<file path="src/shared/usbe_consts.svh">
`ifndef USBE_CONSTS_SVH
`define USBE_CONSTS_SVH

`define USBE_OFF_EP1_RX 8'h00
`define USBE_OFF_EP1_TX 8'h04
`define USBE_OFF_EP2_RX 8'h08
`define USBE_OFF_EP2_TX 8'h0C
`define USBE_OFF_CTRL 8'h10

`define USBE_SEL_EP1_RX 2'h0
`define USBE_SEL_EP1_TX 2'h1
`define USBE_SEL_EP2_RX 2'h2
`define USBE_SEL_EP2_TX 2'h3

`define USBE_BIT_FLAG 3
`define USBE_BIT_SEQ 2
`define USBE_BIT_FORCED_BUS_RESET 0
`define USBE_MODE_HI 7
`define USBE_MODE_LO 6

`define USBE_STAT_DIS 2'h0
`define USBE_STAT_STALL 2'h1
`define USBE_STAT_NAK 2'h2
`define USBE_STAT_VALID 2'h3

`define USBE_MODE_NORMAL 2'h0
`define USBE_MODE_UPLOAD 2'h1
`define USBE_MODE_DOWNLOAD 2'h2

`define USBE_RESET_BYTE 8'h00
`define USBE_RESP_OKAY 2'h0
`define USBE_RESP_SLVERR 2'h2

`endif

</file>
<file path="src/shared/usbe_pkg.sv">
package usbe_pkg;
  typedef logic [7:0] usbe_byte_t;
  typedef logic [1:0] usbe_stat_t;
  typedef struct packed {
    logic done;
    logic seq;
    usbe_stat_t stat;
  } usbe_field_t;
endpackage

</file>
<file path="src/shared/usbe_reg_if.sv">
`timescale 1ns/1ns
interface usbe_reg_if;
  import usbe_pkg::*;
  logic reg_wr;
  logic [1:0] reg_wsel;
  usbe_byte_t reg_wdata;
  logic [1:0] reg_rsel;
  usbe_byte_t reg_rdata;
  logic forced_bus_reset;
  modport dev (
    input reg_wr,
    input reg_wsel,
    input reg_wdata,
    input reg_rsel,
    input forced_bus_reset,
    output reg_rdata
  );
  modport ctl (
    output reg_wr,
    output reg_wsel,
    output reg_wdata,
    output reg_rsel,
    output forced_bus_reset,
    input reg_rdata
  );
endinterface

</file>
<file path="src/core/usbe_dir_ctl.sv">
`timescale 1ns/1ns
`include "usbe_consts.svh"
module usbe_dir_ctl
  import usbe_pkg::*;
(
  input wire logic aclk,
  input wire logic aresetn,
  input wire logic bus_rst,
  input wire logic sw_wr,
  input wire logic [3:0] sw_data,
  input wire logic stat_lock,
  input wire logic flag_set,
  input wire logic seq_flip,
  input wire logic to_nak,
  input wire logic to_valid,
  output usbe_field_t field
);
  logic done_reg;
  logic seq_reg;
  usbe_stat_t stat_reg;

  // Done flag: set wins over software clear
  always_ff @(posedge aclk) begin
    if (!aresetn) begin
      done_reg <= 1'b0;
    end else if (flag_set) begin
      done_reg <= 1'b1;
    end else if (sw_wr) begin
      done_reg <= done_reg & sw_data[`USBE_BIT_FLAG];
    end
  end

  // Sequence bit: hardware flip, else software write
  always_ff @(posedge aclk) begin
    if (!aresetn || bus_rst) begin
      seq_reg <= 1'b0;
    end else if (seq_flip) begin
      seq_reg <= ~seq_reg;
    end else if (sw_wr) begin
      seq_reg <= sw_data[`USBE_BIT_SEQ];
    end
  end

  // Handshake status
  always_ff @(posedge aclk) begin
    if (!aresetn || bus_rst) begin
      stat_reg <= `USBE_STAT_DIS;
    end else if (to_nak) begin
      stat_reg <= `USBE_STAT_NAK;
    end else if (to_valid) begin
      stat_reg <= `USBE_STAT_VALID;
    end else if (sw_wr && !stat_lock) begin
      stat_reg <= sw_data[1:0];
    end
  end

  assign field = '{done: done_reg, seq: seq_reg, stat: stat_reg};
endmodule

</file>
<file path="src/core/usbe_endpoint_dev.sv">
// Decided for this implementation: the register offsets and the AXI4-Lite interface to the registers.
`timescale 1ns/1ns
`include "usbe_consts.svh"
// Operation
// - USB reset clears sequence and status bits
// - Endpoint 1 receive upper nibble reads zero
// - Good reception sets receive done flag
// - Receive sequence flips on matching good packet
// - Receive status: off, stall, NAK, valid
// - Good reception forces receive status NAK
// - Good transmission sets transmit done flag
// - Transmit sequence flips on host ACK
// - Software writes to sequence bits take effect
// - Transmit status: off, stall, NAK, valid
// - Good transmission forces transmit status NAK
// - Endpoint 2 mode field in top bits
// - Software preloads receive side before download
// - Software preloads transmit side before upload
// - Download: hardware OUT, no flag, auto valid
// - Download: IN handled as normal
// - Short download packet ends mode, flags, NAK
// - Upload: OUT normal, IN by hardware
// - Download locks endpoint 2 receive status
// - Endpoint 2 receive bits 5:4 read zero
// - Upload locks endpoint 2 transmit status
module usbe_endpoint_dev
  import usbe_pkg::*;
(
  input wire logic aclk,
  input wire logic aresetn,
  usbe_reg_if.dev regs,
  input wire logic bus_reset_in,
  input wire logic evt_valid,
  input wire logic [1:0] evt_ep,
  input wire logic evt_in,
  input wire logic evt_ok,
  input wire logic evt_data1,
  input wire logic evt_ack,
  input wire logic evt_short,
  input wire logic buf_rx_ready,
  input wire logic buf_tx_ready,
  output usbe_field_t ep1_rx_field,
  output usbe_field_t ep1_tx_field,
  output usbe_field_t ep2_rx_field,
  output usbe_field_t ep2_tx_field,
  output logic [1:0] ep2_mode
);
  logic bus_rst;
  logic [1:0] mode_reg;
  logic dl_mode;
  logic ul_mode;
  logic [3:0] wr_hit;
  logic ep1_rx_done;
  logic ep1_tx_done;
  logic ep2_rx_done;
  logic ep2_tx_done;
  logic ep2_rx_short;
  logic ep2_tx_short;
  logic ep2_rx_flag;
  logic ep2_tx_flag;
  logic ep2_rx_valid;
  logic ep2_tx_valid;
  logic out_good;
  logic in_acked;
  usbe_byte_t rdata;

  function automatic logic rx_ok(input logic hit, input logic pid, input logic [1:0] num,
    input logic [1:0] ep, input usbe_field_t f);
    rx_ok = hit && num == ep && pid == f.seq && f.stat == `USBE_STAT_VALID;
  endfunction

  function automatic logic tx_ok(input logic hit, input logic [1:0] num, input logic [1:0] ep,
    input usbe_field_t f);
    tx_ok = hit && num == ep && f.stat == `USBE_STAT_VALID;
  endfunction

  function automatic usbe_byte_t low_field(input usbe_field_t f);
    low_field = {4'h0, f};
  endfunction

  // USB reset, received or forced
  assign bus_rst = bus_reset_in | regs.forced_bus_reset;

  // Bus event qualifiers
  assign out_good = evt_valid && evt_ok && !evt_in;
  assign in_acked = evt_valid && evt_ack && evt_in;

  // Mode decode, value 3 treated as normal
  always_comb begin
    dl_mode = 1'b0;
    ul_mode = 1'b0;
    case (mode_reg)
      `USBE_MODE_DOWNLOAD: dl_mode = 1'b1;
      `USBE_MODE_UPLOAD: ul_mode = 1'b1;
      default: begin
        dl_mode = 1'b0;
        ul_mode = 1'b0;
      end
    endcase
  end

  // Transfer completion per endpoint and direction
  always_comb begin
    ep1_rx_done = rx_ok(out_good, evt_data1, evt_ep, 2'h1, ep1_rx_field);
    ep1_tx_done = tx_ok(in_acked, evt_ep, 2'h1, ep1_tx_field);
    ep2_rx_done = rx_ok(out_good, evt_data1, evt_ep, 2'h2, ep2_rx_field);
    ep2_tx_done = tx_ok(in_acked, evt_ep, 2'h2, ep2_tx_field);
    ep2_rx_short = ep2_rx_done && dl_mode && evt_short;
    ep2_tx_short = ep2_tx_done && ul_mode && evt_short;
  end

  // Hardware-managed directions raise no flag except on short packet
  assign ep2_rx_flag = ep2_rx_done && (!dl_mode || evt_short);
  assign ep2_tx_flag = ep2_tx_done && (!ul_mode || evt_short);

  // Re-arm when the buffer can take or give data
  assign ep2_rx_valid = dl_mode && buf_rx_ready && !ep2_rx_short;
  assign ep2_tx_valid = ul_mode && buf_tx_ready && !ep2_tx_short;

  // Write decode
  always_comb begin
    wr_hit = 4'h0;
    if (regs.reg_wr) begin
      wr_hit[regs.reg_wsel] = 1'b1;
    end
  end

  // Endpoint 2 mode, software owned, hardware exit on short packet
  always_ff @(posedge aclk) begin
    if (!aresetn) begin
      mode_reg <= `USBE_MODE_NORMAL;
    end else if (ep2_rx_short || ep2_tx_short) begin
      mode_reg <= `USBE_MODE_NORMAL;
    end else if (wr_hit[`USBE_SEL_EP2_RX]) begin
      mode_reg <= regs.reg_wdata[`USBE_MODE_HI:`USBE_MODE_LO];
    end
  end

  usbe_dir_ctl u_ep1_rx (
    .aclk(aclk),
    .aresetn(aresetn),
    .bus_rst(bus_rst),
    .sw_wr(wr_hit[`USBE_SEL_EP1_RX]),
    .sw_data(regs.reg_wdata[3:0]),
    .stat_lock(1'b0),
    .flag_set(ep1_rx_done),
    .seq_flip(ep1_rx_done),
    .to_nak(ep1_rx_done),
    .to_valid(1'b0),
    .field(ep1_rx_field)
  );

  usbe_dir_ctl u_ep1_tx (
    .aclk(aclk),
    .aresetn(aresetn),
    .bus_rst(bus_rst),
    .sw_wr(wr_hit[`USBE_SEL_EP1_TX]),
    .sw_data(regs.reg_wdata[3:0]),
    .stat_lock(1'b0),
    .flag_set(ep1_tx_done),
    .seq_flip(ep1_tx_done),
    .to_nak(ep1_tx_done),
    .to_valid(1'b0),
    .field(ep1_tx_field)
  );

  usbe_dir_ctl u_ep2_rx (
    .aclk(aclk),
    .aresetn(aresetn),
    .bus_rst(bus_rst),
    .sw_wr(wr_hit[`USBE_SEL_EP2_RX]),
    .sw_data(regs.reg_wdata[3:0]),
    .stat_lock(dl_mode),
    .flag_set(ep2_rx_flag),
    .seq_flip(ep2_rx_done),
    .to_nak(ep2_rx_done),
    .to_valid(ep2_rx_valid),
    .field(ep2_rx_field)
  );

  usbe_dir_ctl u_ep2_tx (
    .aclk(aclk),
    .aresetn(aresetn),
    .bus_rst(bus_rst),
    .sw_wr(wr_hit[`USBE_SEL_EP2_TX]),
    .sw_data(regs.reg_wdata[3:0]),
    .stat_lock(ul_mode),
    .flag_set(ep2_tx_flag),
    .seq_flip(ep2_tx_done),
    .to_nak(ep2_tx_done),
    .to_valid(ep2_tx_valid),
    .field(ep2_tx_field)
  );

  // Read-back mux
  always_comb begin
    case (regs.reg_rsel)
      `USBE_SEL_EP1_RX: rdata = low_field(ep1_rx_field);
      `USBE_SEL_EP1_TX: rdata = low_field(ep1_tx_field);
      `USBE_SEL_EP2_RX: rdata = {mode_reg, 2'h0, ep2_rx_field};
      `USBE_SEL_EP2_TX: rdata = low_field(ep2_tx_field);
      default: rdata = `USBE_RESET_BYTE;
    endcase
  end

  assign regs.reg_rdata = rdata;
  assign ep2_mode = mode_reg;
endmodule

</file>
<file path="src/flat_wrapper.sv">
// flat-port wrapper written by rule: the top's interface ports become plain ports
module usbe_endpoint_dev_flat import usbe_pkg::*;
  (aclk, aresetn, bus_reset_in, evt_valid, evt_ep, evt_in, evt_ok, evt_data1, evt_ack, evt_short, buf_rx_ready, buf_tx_ready, ep1_rx_field, ep1_tx_field, ep2_rx_field, ep2_tx_field, ep2_mode, regs_reg_wr, regs_reg_wsel, regs_reg_wdata, regs_reg_rsel, regs_forced_bus_reset, regs_reg_rdata);
  usbe_reg_if regs_i ();
  input wire logic aclk;
  input wire logic aresetn;
  input wire logic bus_reset_in;
  input wire logic evt_valid;
  input wire logic [1:0] evt_ep;
  input wire logic evt_in;
  input wire logic evt_ok;
  input wire logic evt_data1;
  input wire logic evt_ack;
  input wire logic evt_short;
  input wire logic buf_rx_ready;
  input wire logic buf_tx_ready;
  output usbe_field_t ep1_rx_field;
  output usbe_field_t ep1_tx_field;
  output usbe_field_t ep2_rx_field;
  output usbe_field_t ep2_tx_field;
  output logic [1:0] ep2_mode;
  input wire logic [$bits(regs_i.reg_wr)-1:0] regs_reg_wr;
  input wire logic [$bits(regs_i.reg_wsel)-1:0] regs_reg_wsel;
  input wire logic [$bits(regs_i.reg_wdata)-1:0] regs_reg_wdata;
  input wire logic [$bits(regs_i.reg_rsel)-1:0] regs_reg_rsel;
  input wire logic [$bits(regs_i.forced_bus_reset)-1:0] regs_forced_bus_reset;
  output wire logic [$bits(regs_i.reg_rdata)-1:0] regs_reg_rdata;
  assign regs_i.reg_wr = regs_reg_wr;
  assign regs_i.reg_wsel = regs_reg_wsel;
  assign regs_i.reg_wdata = regs_reg_wdata;
  assign regs_i.reg_rsel = regs_reg_rsel;
  assign regs_i.forced_bus_reset = regs_forced_bus_reset;
  assign regs_reg_rdata = regs_i.reg_rdata;
  usbe_endpoint_dev u_core (.aclk(aclk), .aresetn(aresetn), .regs(regs_i), .bus_reset_in(bus_reset_in), .evt_valid(evt_valid), .evt_ep(evt_ep), .evt_in(evt_in), .evt_ok(evt_ok), .evt_data1(evt_data1), .evt_ack(evt_ack), .evt_short(evt_short), .buf_rx_ready(buf_rx_ready), .buf_tx_ready(buf_tx_ready), .ep1_rx_field(ep1_rx_field), .ep1_tx_field(ep1_tx_field), .ep2_rx_field(ep2_rx_field), .ep2_tx_field(ep2_tx_field), .ep2_mode(ep2_mode));
endmodule
</file>
<file path="config.mk">
export PLATFORM = sky130hd
export DESIGN_NAME = usbe_endpoint_dev_flat
export DESIGN_NICKNAME = d
export VERILOG_FILES = /design/src/shared/usbe_pkg.sv /design/src/shared/usbe_reg_if.sv /design/src/core/usbe_dir_ctl.sv /design/src/core/usbe_endpoint_dev.sv /design/src/flat_wrapper.sv
export VERILOG_INCLUDE_DIRS = /design/src /design/src/shared
export SDC_FILE = /design/constraint.sdc
export NUM_CORES = 1
export LEC_CHECK = 0
export BUFFER_PORTS_ARGS = -buffer_cell sky130_fd_sc_hd__clkbuf_2
export CAP_MARGIN = 5
export CELL_PAD_IN_SITES_DETAIL_PLACEMENT = 1
export CELL_PAD_IN_SITES_GLOBAL_PLACEMENT = 1
export CORE_UTILIZATION = 29
export CTS_CLUSTER_SIZE = 8
export DETAILED_ROUTE_END_ITERATION = 10
export MAX_ROUTING_LAYER = met4
export PLACE_DENSITY = 0.75
export SYNTH_ARGS = -nofsm -noshare
export SYNTH_HDL_FRONTEND = slang
export SYNTH_SLANG_ARGS = --single-unit
</file>
<file path="constraint.sdc">
create_clock -name aclk -period 1.06 [get_ports aclk]
set_input_delay 0.106 -clock aclk [delete_from_list [all_inputs] [get_ports aclk]]
set_output_delay 0.106 -clock aclk [all_outputs]
set_load 0.02 [all_outputs]
</file>
# Word level (Yosys, flattened, before mapping)
# Index checks and enable logic that the tools add are counted.
dict set report totals {
  ff_bits 18
  latchBits 0
  ramBits 0
  rom_bits 0
  inputBits 27
  output_inout_bits 26
  elab_cells 127
  n_memories 0
}
dict set report classes {
  n_addsub 0
  multipliers 0
  div 0
  order_cmp 2
  eq_ne 13
  n_shift 0
  n_mux 32
  bitwise_logic 10
  n_reduce_logical 53
}
# operator count
set ops {}
lappend ops {{8-bit one-hot mux with 4 select lines} 1}
lappend ops {{1-bit logical AND} 27}
lappend ops {{2-bit 2-to-1 mux} 10}
lappend ops {{1-bit 2-to-1 mux} 19}
lappend ops {{2-bit == test (second input constant)} 8}
lappend ops {{2-bit nonzero test} 8}
lappend ops {{2-bit OR reduction} 5}
lappend ops {{2-bit by 1-bit == test with 1-bit output (second input constant)} 3}
lappend ops {{1-bit zero test} 6}
lappend ops {{3-bit nonzero test} 2}
lappend ops {{1-bit NOT} 5}
lappend ops {{1-bit AND} 4}
lappend ops {{1-bit logical OR} 4}
lappend ops {{4-bit 2-to-1 mux} 1}
lappend ops {{2-bit by 3-bit less-than comparator with 1-bit output (second input constant)} 1}
lappend ops {{1-bit demux with 2-bit select} 1}
lappend ops {{1-bit == test} 2}
lappend ops {{2-bit by 1-bit greater-or-equal comparator with 1-bit output (second input constant)} 1}
lappend ops {{2-bit zero test} 1}
lappend ops {{1-bit bitwise OR} 1}

# Longest topological paths before layout
# Gate-level depths: netlist of run 1.
dict set report logic_depth {
  ltp_word 11
  ltp_mapped 4
  ltp_nobuf 4
}

# Hierarchy
# From an unflattened synthesis of run 1, not the netlist that was laid out.
dict set report hier_totals {
  hier_cells 133
  hier_area_um2 1233.7
}
# mod n_inst cells_per_inst area_per_inst_um2 seq_area_each_um2
set modules_own_cells {}
lappend modules_own_cells {usbe_dir_ctl 4 21 197.7 80.1}
lappend modules_own_cells {usbe_endpoint_dev 1 49 442.9 40.0}

# Worst setup path before layout of run 1
# No wires, ideal clock.
dict set report synth_path {
  path_type {flip-flop to flip-flop}
  from {reg u_core.u_ep1_tx.stat_reg[1]}
  to {reg u_core.u_ep1_tx.seq_reg}
  setup_ps 135
  t_arrival_ps 1196
  t_required_ps 925
  setup_slack_ps -272
  path_stages_with_launch 5
  path_buffers 0
  period_less_slack_ps 1332
  path_cell_list {dfxtp_1 > nand2_1 > or4b_4 > o21ai_2 > a211oi_1}
}
dict set report synth_between {
  elab_chain_len 3
  elab_cells_between_ends 4
  cone_classes {eq/ne: 1; mux: 1; reduce/logical: 2}
}
# element line
set synth_lines {}
lappend synth_lines {{start, declared} usbe_dir_ctl.sv:20} ;# usbe_stat_t stat_reg;
lappend synth_lines {{start signal, assigned} usbe_dir_ctl.sv:47} ;# stat_reg <= `USBE_STAT_DIS;
lappend synth_lines {{start signal, assigned} usbe_dir_ctl.sv:49} ;# stat_reg <= `USBE_STAT_NAK;
lappend synth_lines {{start signal, assigned} usbe_dir_ctl.sv:51} ;# stat_reg <= `USBE_STAT_VALID;
lappend synth_lines {{2-bit == test (no source line) *} n/a}
lappend synth_lines {{1-bit logical AND (no source line) *} n/a}
lappend synth_lines {{1-bit 2-to-1 mux / 2-bit nonzero test (equally long branches)} n/a}
lappend synth_lines {{end signal, assigned} usbe_dir_ctl.sv:38} ;# seq_reg <= ~seq_reg;
lappend synth_lines {{end signal, assigned} usbe_dir_ctl.sv:40} ;# seq_reg <= sw_data[`USBE_BIT_SEQ];
lappend synth_lines {{end, declared} usbe_dir_ctl.sv:19} ;# logic seq_reg;
# Every way passes the cells marked *; elsewhere a longest branch is shown, timed or not.
# A chain may end at the register's enable or synchronous reset.

# Worst setup path after layout of run 1
dict set report layout_path {
  from {reg u_core.u_ep2_rx.seq_reg}
  to {out regs_reg_rdata[2]}
}
dict set report layout_between {
  elab_chain_len 1
}
# element line
set layout_lines {}
lappend layout_lines {{start, declared} usbe_dir_ctl.sv:19}
lappend layout_lines {{start signal, assigned} usbe_dir_ctl.sv:38}
lappend layout_lines {{start signal, assigned} usbe_dir_ctl.sv:40}
lappend layout_lines {{8-bit one-hot mux with 4 select lines} usbe_endpoint_dev.sv:197} ;# case (regs.reg_rsel)
lappend layout_lines {{end, declared} flat_wrapper.sv:27} ;# output wire logic [$bits(regs_i.reg_rdata)-1:0] regs_reg_rdata;
# Every way passes these cells. The select of a mux whose other input is x is not followed.

==> metrics, run 1 <==
Detailed Place HPWL=3.16 mm; die width=around 64 um; clock buffer depth=2; ANT cells=0; Sw Pwr=around 0.45 mW; clock root buffer=clkbuf_8; H-tree levels=1; routed vias/inst=between 5 and 6; initial antenna violation count=0; Fillers=roughly 430; shortest period the worst path allows=1.45 ns; Worst Path Class, Setup=flip-flop to output pin; Hold Path Sink=u_core.u_ep2_tx.stat_reg[0]; power per cell area=754 nW/um^2; GRT Util Overall=25.4%; total power=roughly 1.5 mW; routability-driven placement congestion ratio=approximately 0.85; Mapped Cells=118; WHS Path Cells=3; Setup Viol. Count Final=31; ranking of synthesized cells by area=dfxtp_1 (33%), mux4_2 (8.1%), buf_4 (6.8%); Die Y=63.8 um; Ys Warns=0; register bit total from synthesis=18; Mapped Area=1110 um^2; R2R cell count=6; CTS tree=yes; EDFF count, synth=0; Initial Util=30.2%; Area growth syn-to-layout=80.4%; Worst-path clk slew=0.08 ns; f_max=0.691 GHz; unrepaired setup endpoints after global routing=yes; Max Fanout on Critical Path=2; GRT overflow=0; multi-input combinational cell area=757 um^2; residual DRC count=0; 1st-iter DRT viols=76; CP Data Arrival Time=1.34 ns; Pleak=0.917 nW; Synth area leader=dfxtp_1; total core area=3660 um^2; R2R Path End=u_core.u_ep2_rx.seq_reg; Int Pwr=1.06 mW; Synth Flop Type=dfxtp_1; Netlist cell types=40; setup slack, reg-to-reg=-0.30 ns; Flop pwr share=~45%; WL/cell=20.1 um; register area share after synthesis=32.6%; Final Worst Setup Slack=-0.388 ns; Detail Route Antenna Nets=0; CP Launch Type=flip-flop; Combinational Power Share=18.9%; Hold Fails Final Rpt=0; Seq. cell area=397 um^2; hold buffer count at cts=0; part of the cycle the worst path needs=137%; number of CTS-inserted buffers=3; status=finished with violations; die area=4060 um^2; design area=2000 um^2; clock sinks=18; Nets=around 230; setup_tns=-4.82 ns; layout cells sized above 1=about two thirds; drt pass-1 iters=4; max-slew violation count=0; Worst setup EP type=output pin; maximum capacitance violations=0; routed wire length=between 5 and 6 mm; post-synth top area share=32.6%; later-pin clock latency in the skew report=~0.28 ns; switching share of power=29.8%; Async S/R FF share, synth=0%; largest net degree at the start of global routing=13; first-pass GRT wire length=between 7 and 8 mm; clock skew=0.00227 ns; Max VDD drop=0.000623 V; I/O Buffers=48; routed vias=1330; Clk pwr share=a little over a third; dpl cell area=1600 um^2; vias in the first global route=1438; I/O Pins=53; Reg2Reg Launch Point=u_core.u_ep2_rx.seq_reg; hold path start=buf_tx_ready; Syn Area/Cell=9.37 um^2; row count=22; CP required=around 0.95 ns; failing checks=negative setup slack; Tightest Hold Check Type=input pin to flip-flop
## cell families after synthesis
family,Yosys count,share of synthesized area [%]
buffers and inverters,16,8.82
AO/OA/AOI/OAI,33,20.2
other,1,0.339
flip-flops,18,32.6
XOR/XNOR,2,1.58
AND/OR/NAND/NOR,37,21.9
multiplexers,11,14.5
## worst max-delay path, cell delays in order, from the launching register on
cell and delay, ns:
dfxtp_2 0.34, buf_6 0.12, mux4_2 0.46, buf_8 0.15
## cells in the final DEF (no fill, tap or decap), drive strengths merged, types with 2 or more instances in the layout
| cell type | n |
|---|---|
| buf | 54 |
| clkbuf | 41 |
| dfxtp | 18 |
| o21ai | 11 |
| nand2 | 8 |
| a211oi | 8 |
| mux2i | 7 |
| nor2 | 6 |
| inv | 5 |
| mux4 | 4 |
| nor3 | 4 |
| a21boi | 4 |
| nand4b | 3 |
| nand3b | 3 |
| a21oi | 3 |
| and3b | 2 |
| xor2 | 2 |
| conb | 2 |
| nand3 | 2 |
| a311oi | 2 |
| a31oi | 2 |
## cell usage after synthesis, types with 2 or more instances
cell type / count
inv_1: 5
a31oi_1: 2
and3b_1: 2
o21ai_1: 5
dfxtp_1: 18
a311oi_1: 2
xor2_1: 2
nand3b_1: 2
nor2_1: 5
mux4_2: 4
a21oi_1: 3
nor3_1: 3
nand2_1: 8
o21ai_0: 5
buf_4: 10
a21boi_1: 4
nand4b_1: 3
a211oi_1: 7
mux2i_1: 7
## power groups by stage
stage	combinational [mW]	clock (mW)	sequential (mW)
finish	0.284	0.547	0.673
global route	0.301	0.582	0.673
CTS	0.256	0.513	0.673
detailed placement	0.234	0	0.688
global placement	0.226	0	0.688
floorplan	0.0941	0	0.695
## stage by stage
| stage | util [%] | worst slack (ns) | hold WS [ns] | instances |
|---|---|---|---|---|
| 2_1_floorplan | - | -0.135 | 0.254 | 119 |
| 3_3_place_gp | 43.7 | -0.110 | 0.365 | 235 |
| 3_5_place_dp | 43.7 | -0.143 | 0.378 | 235 |
| 4_1_cts | 50.8 | -0.345 | 0.104 | 249 |
| 5_1_grt | 54.5 | -0.416 | 0.0998 | 252 |
| 6_report | 54.5 | -0.388 | 0.0877 | 252 |
## routing by layer
metal	part of all wire [%]	global-route usage, %
met1	41	27.1
met2	52	43.1
met3	3.9	3.57
met4	3.3	18.2
met5	0	-
## final cells by class
cell class,count,area share [%]
multi-input combinational,85,37.9
timing repair buffer,92,36.0
sequential,18,19.9
tap,48,3.01
clock buffer,3,2.07
inverter,5,0.940
clock inverter,1,0.188
## worst max path at each step
stage / from / end / slack, ns / cells after the start
final: u_core.u_ep2_rx.seq_reg / regs_reg_rdata[2] / -0.39 / 3
after global routing: u_core.u_ep2_rx.seq_reg / regs_reg_rdata[2] / -0.42 / 3
after CTS: u_core.u_ep2_rx.seq_reg / regs_reg_rdata[2] / -0.35 / 3
after detailed placement: u_core.u_ep1_tx.stat_reg[1] / u_core.u_ep1_tx.done_reg / -0.14 / 3
after global placement: u_core.u_ep1_tx.stat_reg[1] / u_core.u_ep1_tx.seq_reg / -0.11 / 4
after floorplan: u_core.u_ep1_tx.stat_reg[1] / u_core.u_ep1_tx.seq_reg / -0.14 / 4
## timing repair
item	CTS	global route
pin swaps	19	8
cloned	0	0
setup buffers	10	5
endpoints found under the setup margin	24	30
resized for setup	34	36
(Power assumes the default switching activity.)
==> run 2, diff against run 1 <==
Settings changed: SKIP_CTS_REPAIR_TIMING set to 1.
==> run 2 against run 1 <==
Against the previous run:
- the run still ends with negative setup slack left
- clock-buffer cell count unchanged
- first-iteration DRC count decreased by 30%
- flip-flop and latch count did not move
- core utilization shrank 4.8 points
- via count decreased by 4.1%
- cell area fell by 8.8%
- sequential power about the same
- final cell count decreased by 3.6%
- total power decreased by 3.5%
- non-clock buffer count decreased by 9
- clock power down 6.0%
- largest power group unchanged
- highest routed layer unchanged
==> metrics, run 2 (synthesis results as in run 1) <==
maximum capacitance violations=0 (unchanged); die area=4060 um^2 (unchanged); ANT cells=0 (unchanged); most common cell after layout, fill and taps aside=clkbuf_2; Worst Path Class, Setup=flip-flop to output pin; first-pass GRT wire length=6.15 mm (-17%); die width=63.8 um (unchanged); power per cell area=798 nW/um^2 (+5.8%); Worst setup EP type=output pin; part of the cycle the worst path needs=132% (-4.1 points); routed vias/inst=5.25 (-0.58%); vias in the first global route=1287 (-11%); Max VDD drop=0.000515 V (-17%); Detailed Place HPWL=3.16 mm (unchanged); GRT Util Overall=20.5% (-5.0 points); largest net degree at the start of global routing=13 (unchanged); CTS tree=yes; Final Worst Setup Slack=-0.344 ns (+0.0437 ns); R2R cell count=5 (-1); Max Fanout on Critical Path=3 (+1); DP Worst Slack=-0.143 ns (unchanged); f_max=0.712 GHz (+3.1%); routed wire length=4.53 mm (-11%); row count=22 (unchanged); H-tree levels=1 (unchanged); I/O Buffers=48 (unchanged); Area growth syn-to-layout=64.5%; CP Launch Type=flip-flop; Final Util=49.7% (-4.8 points); CP required=0.95 ns (about the same); Post-Place Cells=235 (unchanged); Final Non-Filler Cells=243 (-3.6%); clock skew=0.00393 ns (+0.00166 ns); I/O Pins=53 (unchanged); Initial Util=30.2% (unchanged); routed vias=1275 (-4.1%); total power=1.45 mW (-3.5%); residual DRC count=0 (unchanged); GRT overflow=0 (unchanged); WHS Path Cells=3 (unchanged); routability-driven placement congestion ratio=0.849 (unchanged); Setup Viol. Count Final=24 (-23%); setup_tns=-3.25 ns (+1.57 ns); Detail Route Antenna Nets=0 (unchanged); layout cells sized above 1=65.6% (-2.5 points); 1st-iter DRT viols=53 (-30%); Nets=223 (-3.9%); max-slew violation count=0 (unchanged); Worst-path clk slew=0.08 ns (about the same); Fin Hold WS=0.103 ns (+0.0154 ns); Die Y=63.8 um (unchanged); status=finished with violations; shortest period the worst path allows=1.40 ns (-0.0437 ns); clock root buffer=clkbuf_8; WL/cell=18.6 um (-7.3%); CP Data Arrival Time=1.30 ns (-0.04 ns); Tightest Hold Check Type=input pin to flip-flop; unrepaired setup endpoints after global routing=yes; Pleak=0.832 nW (-9.2%); number of CTS-inserted buffers=3 (unchanged); clock buffer depth=2 (unchanged); most frequent cells in the layout=clkbuf_2 (42), buf_4 (31), buf_6 (10), dfxtp_4 (8); initial antenna violation count=0 (unchanged); total core area=3660 um^2 (unchanged); dpl cell area=1600 um^2 (unchanged); Hold Fails Final Rpt=0 (unchanged); clock sinks=18 (unchanged); later-pin clock latency in the skew report=0.26 ns (-0.02 ns); failing checks=negative setup slack; design area=1820 um^2 (-8.8%); drt pass-1 iters=4 (unchanged)
==> run 2: worst paths after layout <==
kind	to	slack, ns	from
worst max-delay path	regs_reg_rdata[2]	-0.34	u_core.u_ep2_rx.seq_reg
worst max register to register	u_core.ep2_mode[1]	-0.20	u_core.u_ep2_tx.stat_reg[1]
worst min-delay path	u_core.ep2_mode[1]	0.10	regs_reg_wdata[7]
worst min register to register	u_core.u_ep2_rx.done_reg	0.53	u_core.u_ep2_rx.done_reg
==> run 2: cell type report <==
cell class	instances	area (um^2)
Multi-Input combinational cell	85	742
Clock buffer	3	41.3
Timing Repair Buffer	83	556
Inverter	5	18.8
Sequential cell	18	398
Fill cell	450	1840
Clock inverter	1	3.75
Tap cell	48	60.1
==> run 2: metal layers <==
layer,wire length [um],vias to the layer above,GRT usage (%)
li1,-,594,-
met4,115,0,8.52
met1,1830,631,22.3
met3,172,10,4.82
met5,0,-,-
met2,2410,40,35.5
==> run 2: worst max-delay path: stages (launching register included) <==
cell and delay, ns:
dfxtp_2 0.33, buf_6 0.11, mux4_2 0.45, buf_6 0.15
==> run 2: power by group <==
group          switching (mW)  internal (mW)  total [mW]
Sequential            0.00694          0.664       0.671
Clock                   0.255          0.258       0.514
Combinational           0.149          0.118       0.267
Total                   0.411           1.04        1.45
==> run 3, diff against run 2 <==
Settings changed: CELL_PAD_IN_SITES_DETAIL_PLACEMENT 1 to 0.
==> run 3 against run 2 <==
Against the previous run:
- the run still ends with negative setup slack left
- non-clock buffer count did not move
- global-route usage fell by 2.3 points
- cell area fell by 0.69%
- total power fell by 1.3%
- via count fell by 6.6%
- wire length fell by 22%
- maximum frequency fell by 0.11%
- clock skew fell by 0.0025 ns
- combinational power fell by 4%
- critical endpoint unchanged
==> metrics, run 3 (synthesis results as in run 1) <==
clock buffer depth=2 (unchanged); vias in the first global route=1138 (-12%); GRT Util Overall=18.1% (-2.3 points); later-pin clock latency in the skew report=0.26 ns (about the same); routed vias=1191 (-6.6%); total core area=3660 um^2 (unchanged); layout cells sized above 1=65.6% (unchanged); Worst-path clk slew=0.07 ns (about the same); max-slew violation count=0 (unchanged); Tightest Hold Check Type=input pin to flip-flop; 1st-iter DRT viols=39 (-26%); Area growth syn-to-layout=63.3%; design area=1810 um^2 (-0.69%); dpl cell area=1600 um^2 (unchanged); CP Data Arrival Time=1.30 ns (about the same); Worst Path Class, Setup=flip-flop to output pin; power per cell area=793 nW/um^2 (-0.61%); I/O Pins=53 (unchanged); CP Buf/Inv Count=2 (unchanged); Final Worst Setup Slack=-0.346 ns (-0.00150 ns); I/O Buffers=48 (unchanged); number of CTS-inserted buffers=3 (unchanged); Max VDD drop=0.000351 V (-32%); clock sinks=18 (unchanged); Die Y=63.8 um (unchanged); GRT overflow=0 (unchanged); Detailed Place HPWL=2.78 mm (-12%); maximum capacitance violations=0 (unchanged); unrepaired setup endpoints after global routing=yes; H-tree levels=1 (unchanged); CP Launch Type=flip-flop; Nets=223 (unchanged); max incr delay on CP=0.45 ns (about the same); most frequent cells in the layout=clkbuf_2 (42), buf_4 (32), buf_6 (9); Flop pwr share=47.0% (+0.8 points); die area=4060 um^2 (unchanged); Combinational Power Share=17.8% (-0.6 points); clock skew=0.00138 ns (-0.00255 ns); ANT cells=0 (unchanged); status=finished with violations; CP required=0.95 ns (about the same); Fillers=368 (-18%); Setup Viol. Count Final=21 (-13%); total power=1.43 mW (-1.3%); routed wire length=3.52 mm (-22%); Hold Fails Final Rpt=0 (unchanged); first-pass GRT wire length=5.44 mm (-12%); CTS tree=yes; failing checks=negative setup slack; largest net degree at the start of global routing=13 (unchanged); drt pass-1 iters=4 (unchanged); routed vias/inst=4.90 (-6.6%); die width=63.8 um (unchanged); most common cell after layout, fill and taps aside=clkbuf_2; switching share of power=27.2% (-1.1 points); Worst setup EP type=output pin; row count=22 (unchanged); Clk pwr share=35.2% (-0.2 points); shortest period the worst path allows=1.41 ns (+0.00150 ns); setup slack, reg-to-reg=-0.15 ns (+0.05 ns); WL/cell=14.5 um (-22%); Pleak=0.831 nW (-0.15%); Detail Route Antenna Nets=0 (unchanged); CP cell instances=buf_6, mux4_2, buf_6; part of the cycle the worst path needs=133% (+0.14 points); Top cell by count, worst path=buf_6; Max Fanout on Critical Path=3 (unchanged); f_max=0.711 GHz (-0.11%); Post-Place Cells=235 (unchanged); CP top delay family=multiplexers; DP Worst Slack=-0.128 ns (+0.0150 ns); setup_tns=-2.26 ns (+0.986 ns); Fin Hold WS=0.104 ns (+0.00126 ns); Final Non-Filler Cells=243 (unchanged); slowest cell on the critical path=mux4_2; clock root buffer=clkbuf_8; initial antenna violation count=0 (unchanged); Final Util=49.4% (-0.34 points); Sw Pwr=0.390 mW (-5.2%); routability-driven placement congestion ratio=0.849 (unchanged); residual DRC count=0 (unchanged); Int Pwr=1.04 mW (+0.26%); Initial Util=30.2% (unchanged)
run 3: cell counts in the layout (fill, tap and decap cells not counted):
Identical to the previous run, type by type.
run 3: power groups by stage:
stage / Sequential, mW / Clock, mW / Combinational, mW
final: 0.673 / 0.505 / 0.255
after global routing: 0.673 / 0.541 / 0.273
after CTS: 0.672 / 0.519 / 0.231
after detailed placement: 0.688 / 0 / 0.230
after global placement: 0.688 / 0 / 0.226
after floorplan: 0.695 / 0 / 0.0941
run 3: cell type report:
class,instances,area [um^2],share of cell area (%)
clock buffers,3,41.3,2.29
clock inverters,1,3.75,0.208
inverters,5,18.8,1.04
multi-input cells,85,736,40.7
flip-flops and latches,18,395,21.9
well taps,48,60.1,3.32
repair buffers,83,552,30.5
run 3: worst register-to-register path, delay by kind of cell, from the launching register on:
| family | cells | cell delay [ns] |
|---|---|---|
| AOI/OAI and AO/OA | 2 | 0.16 |
| DFF | 1 | 0.36 |
| and+or+nand+nor | 2 | 0.59 |
run 3: path summary, 6_finish.rpt:
path | startpoint | endpoint | cells after the start
worst max register to register | u_core.u_ep1_tx.stat_reg[1] | u_core.u_ep1_tx.seq_reg | 4
worst min-delay path | buf_rx_ready | u_core.u_ep2_rx.stat_reg[0] | 3
worst max-delay path | u_core.u_ep2_rx.seq_reg | regs_reg_rdata[2] | 3
worst min register to register | u_core.u_ep2_rx.done_reg | u_core.u_ep2_rx.done_reg | 2
run 3: layer usage:
layer	track usage, %	up-vias	wire [um]
li1	-	587	-
met1	21.4	562	1560
met2	30.5	34	1770
met3	2.86	8	117
met4	7.67	0	71
met5	-	-	0
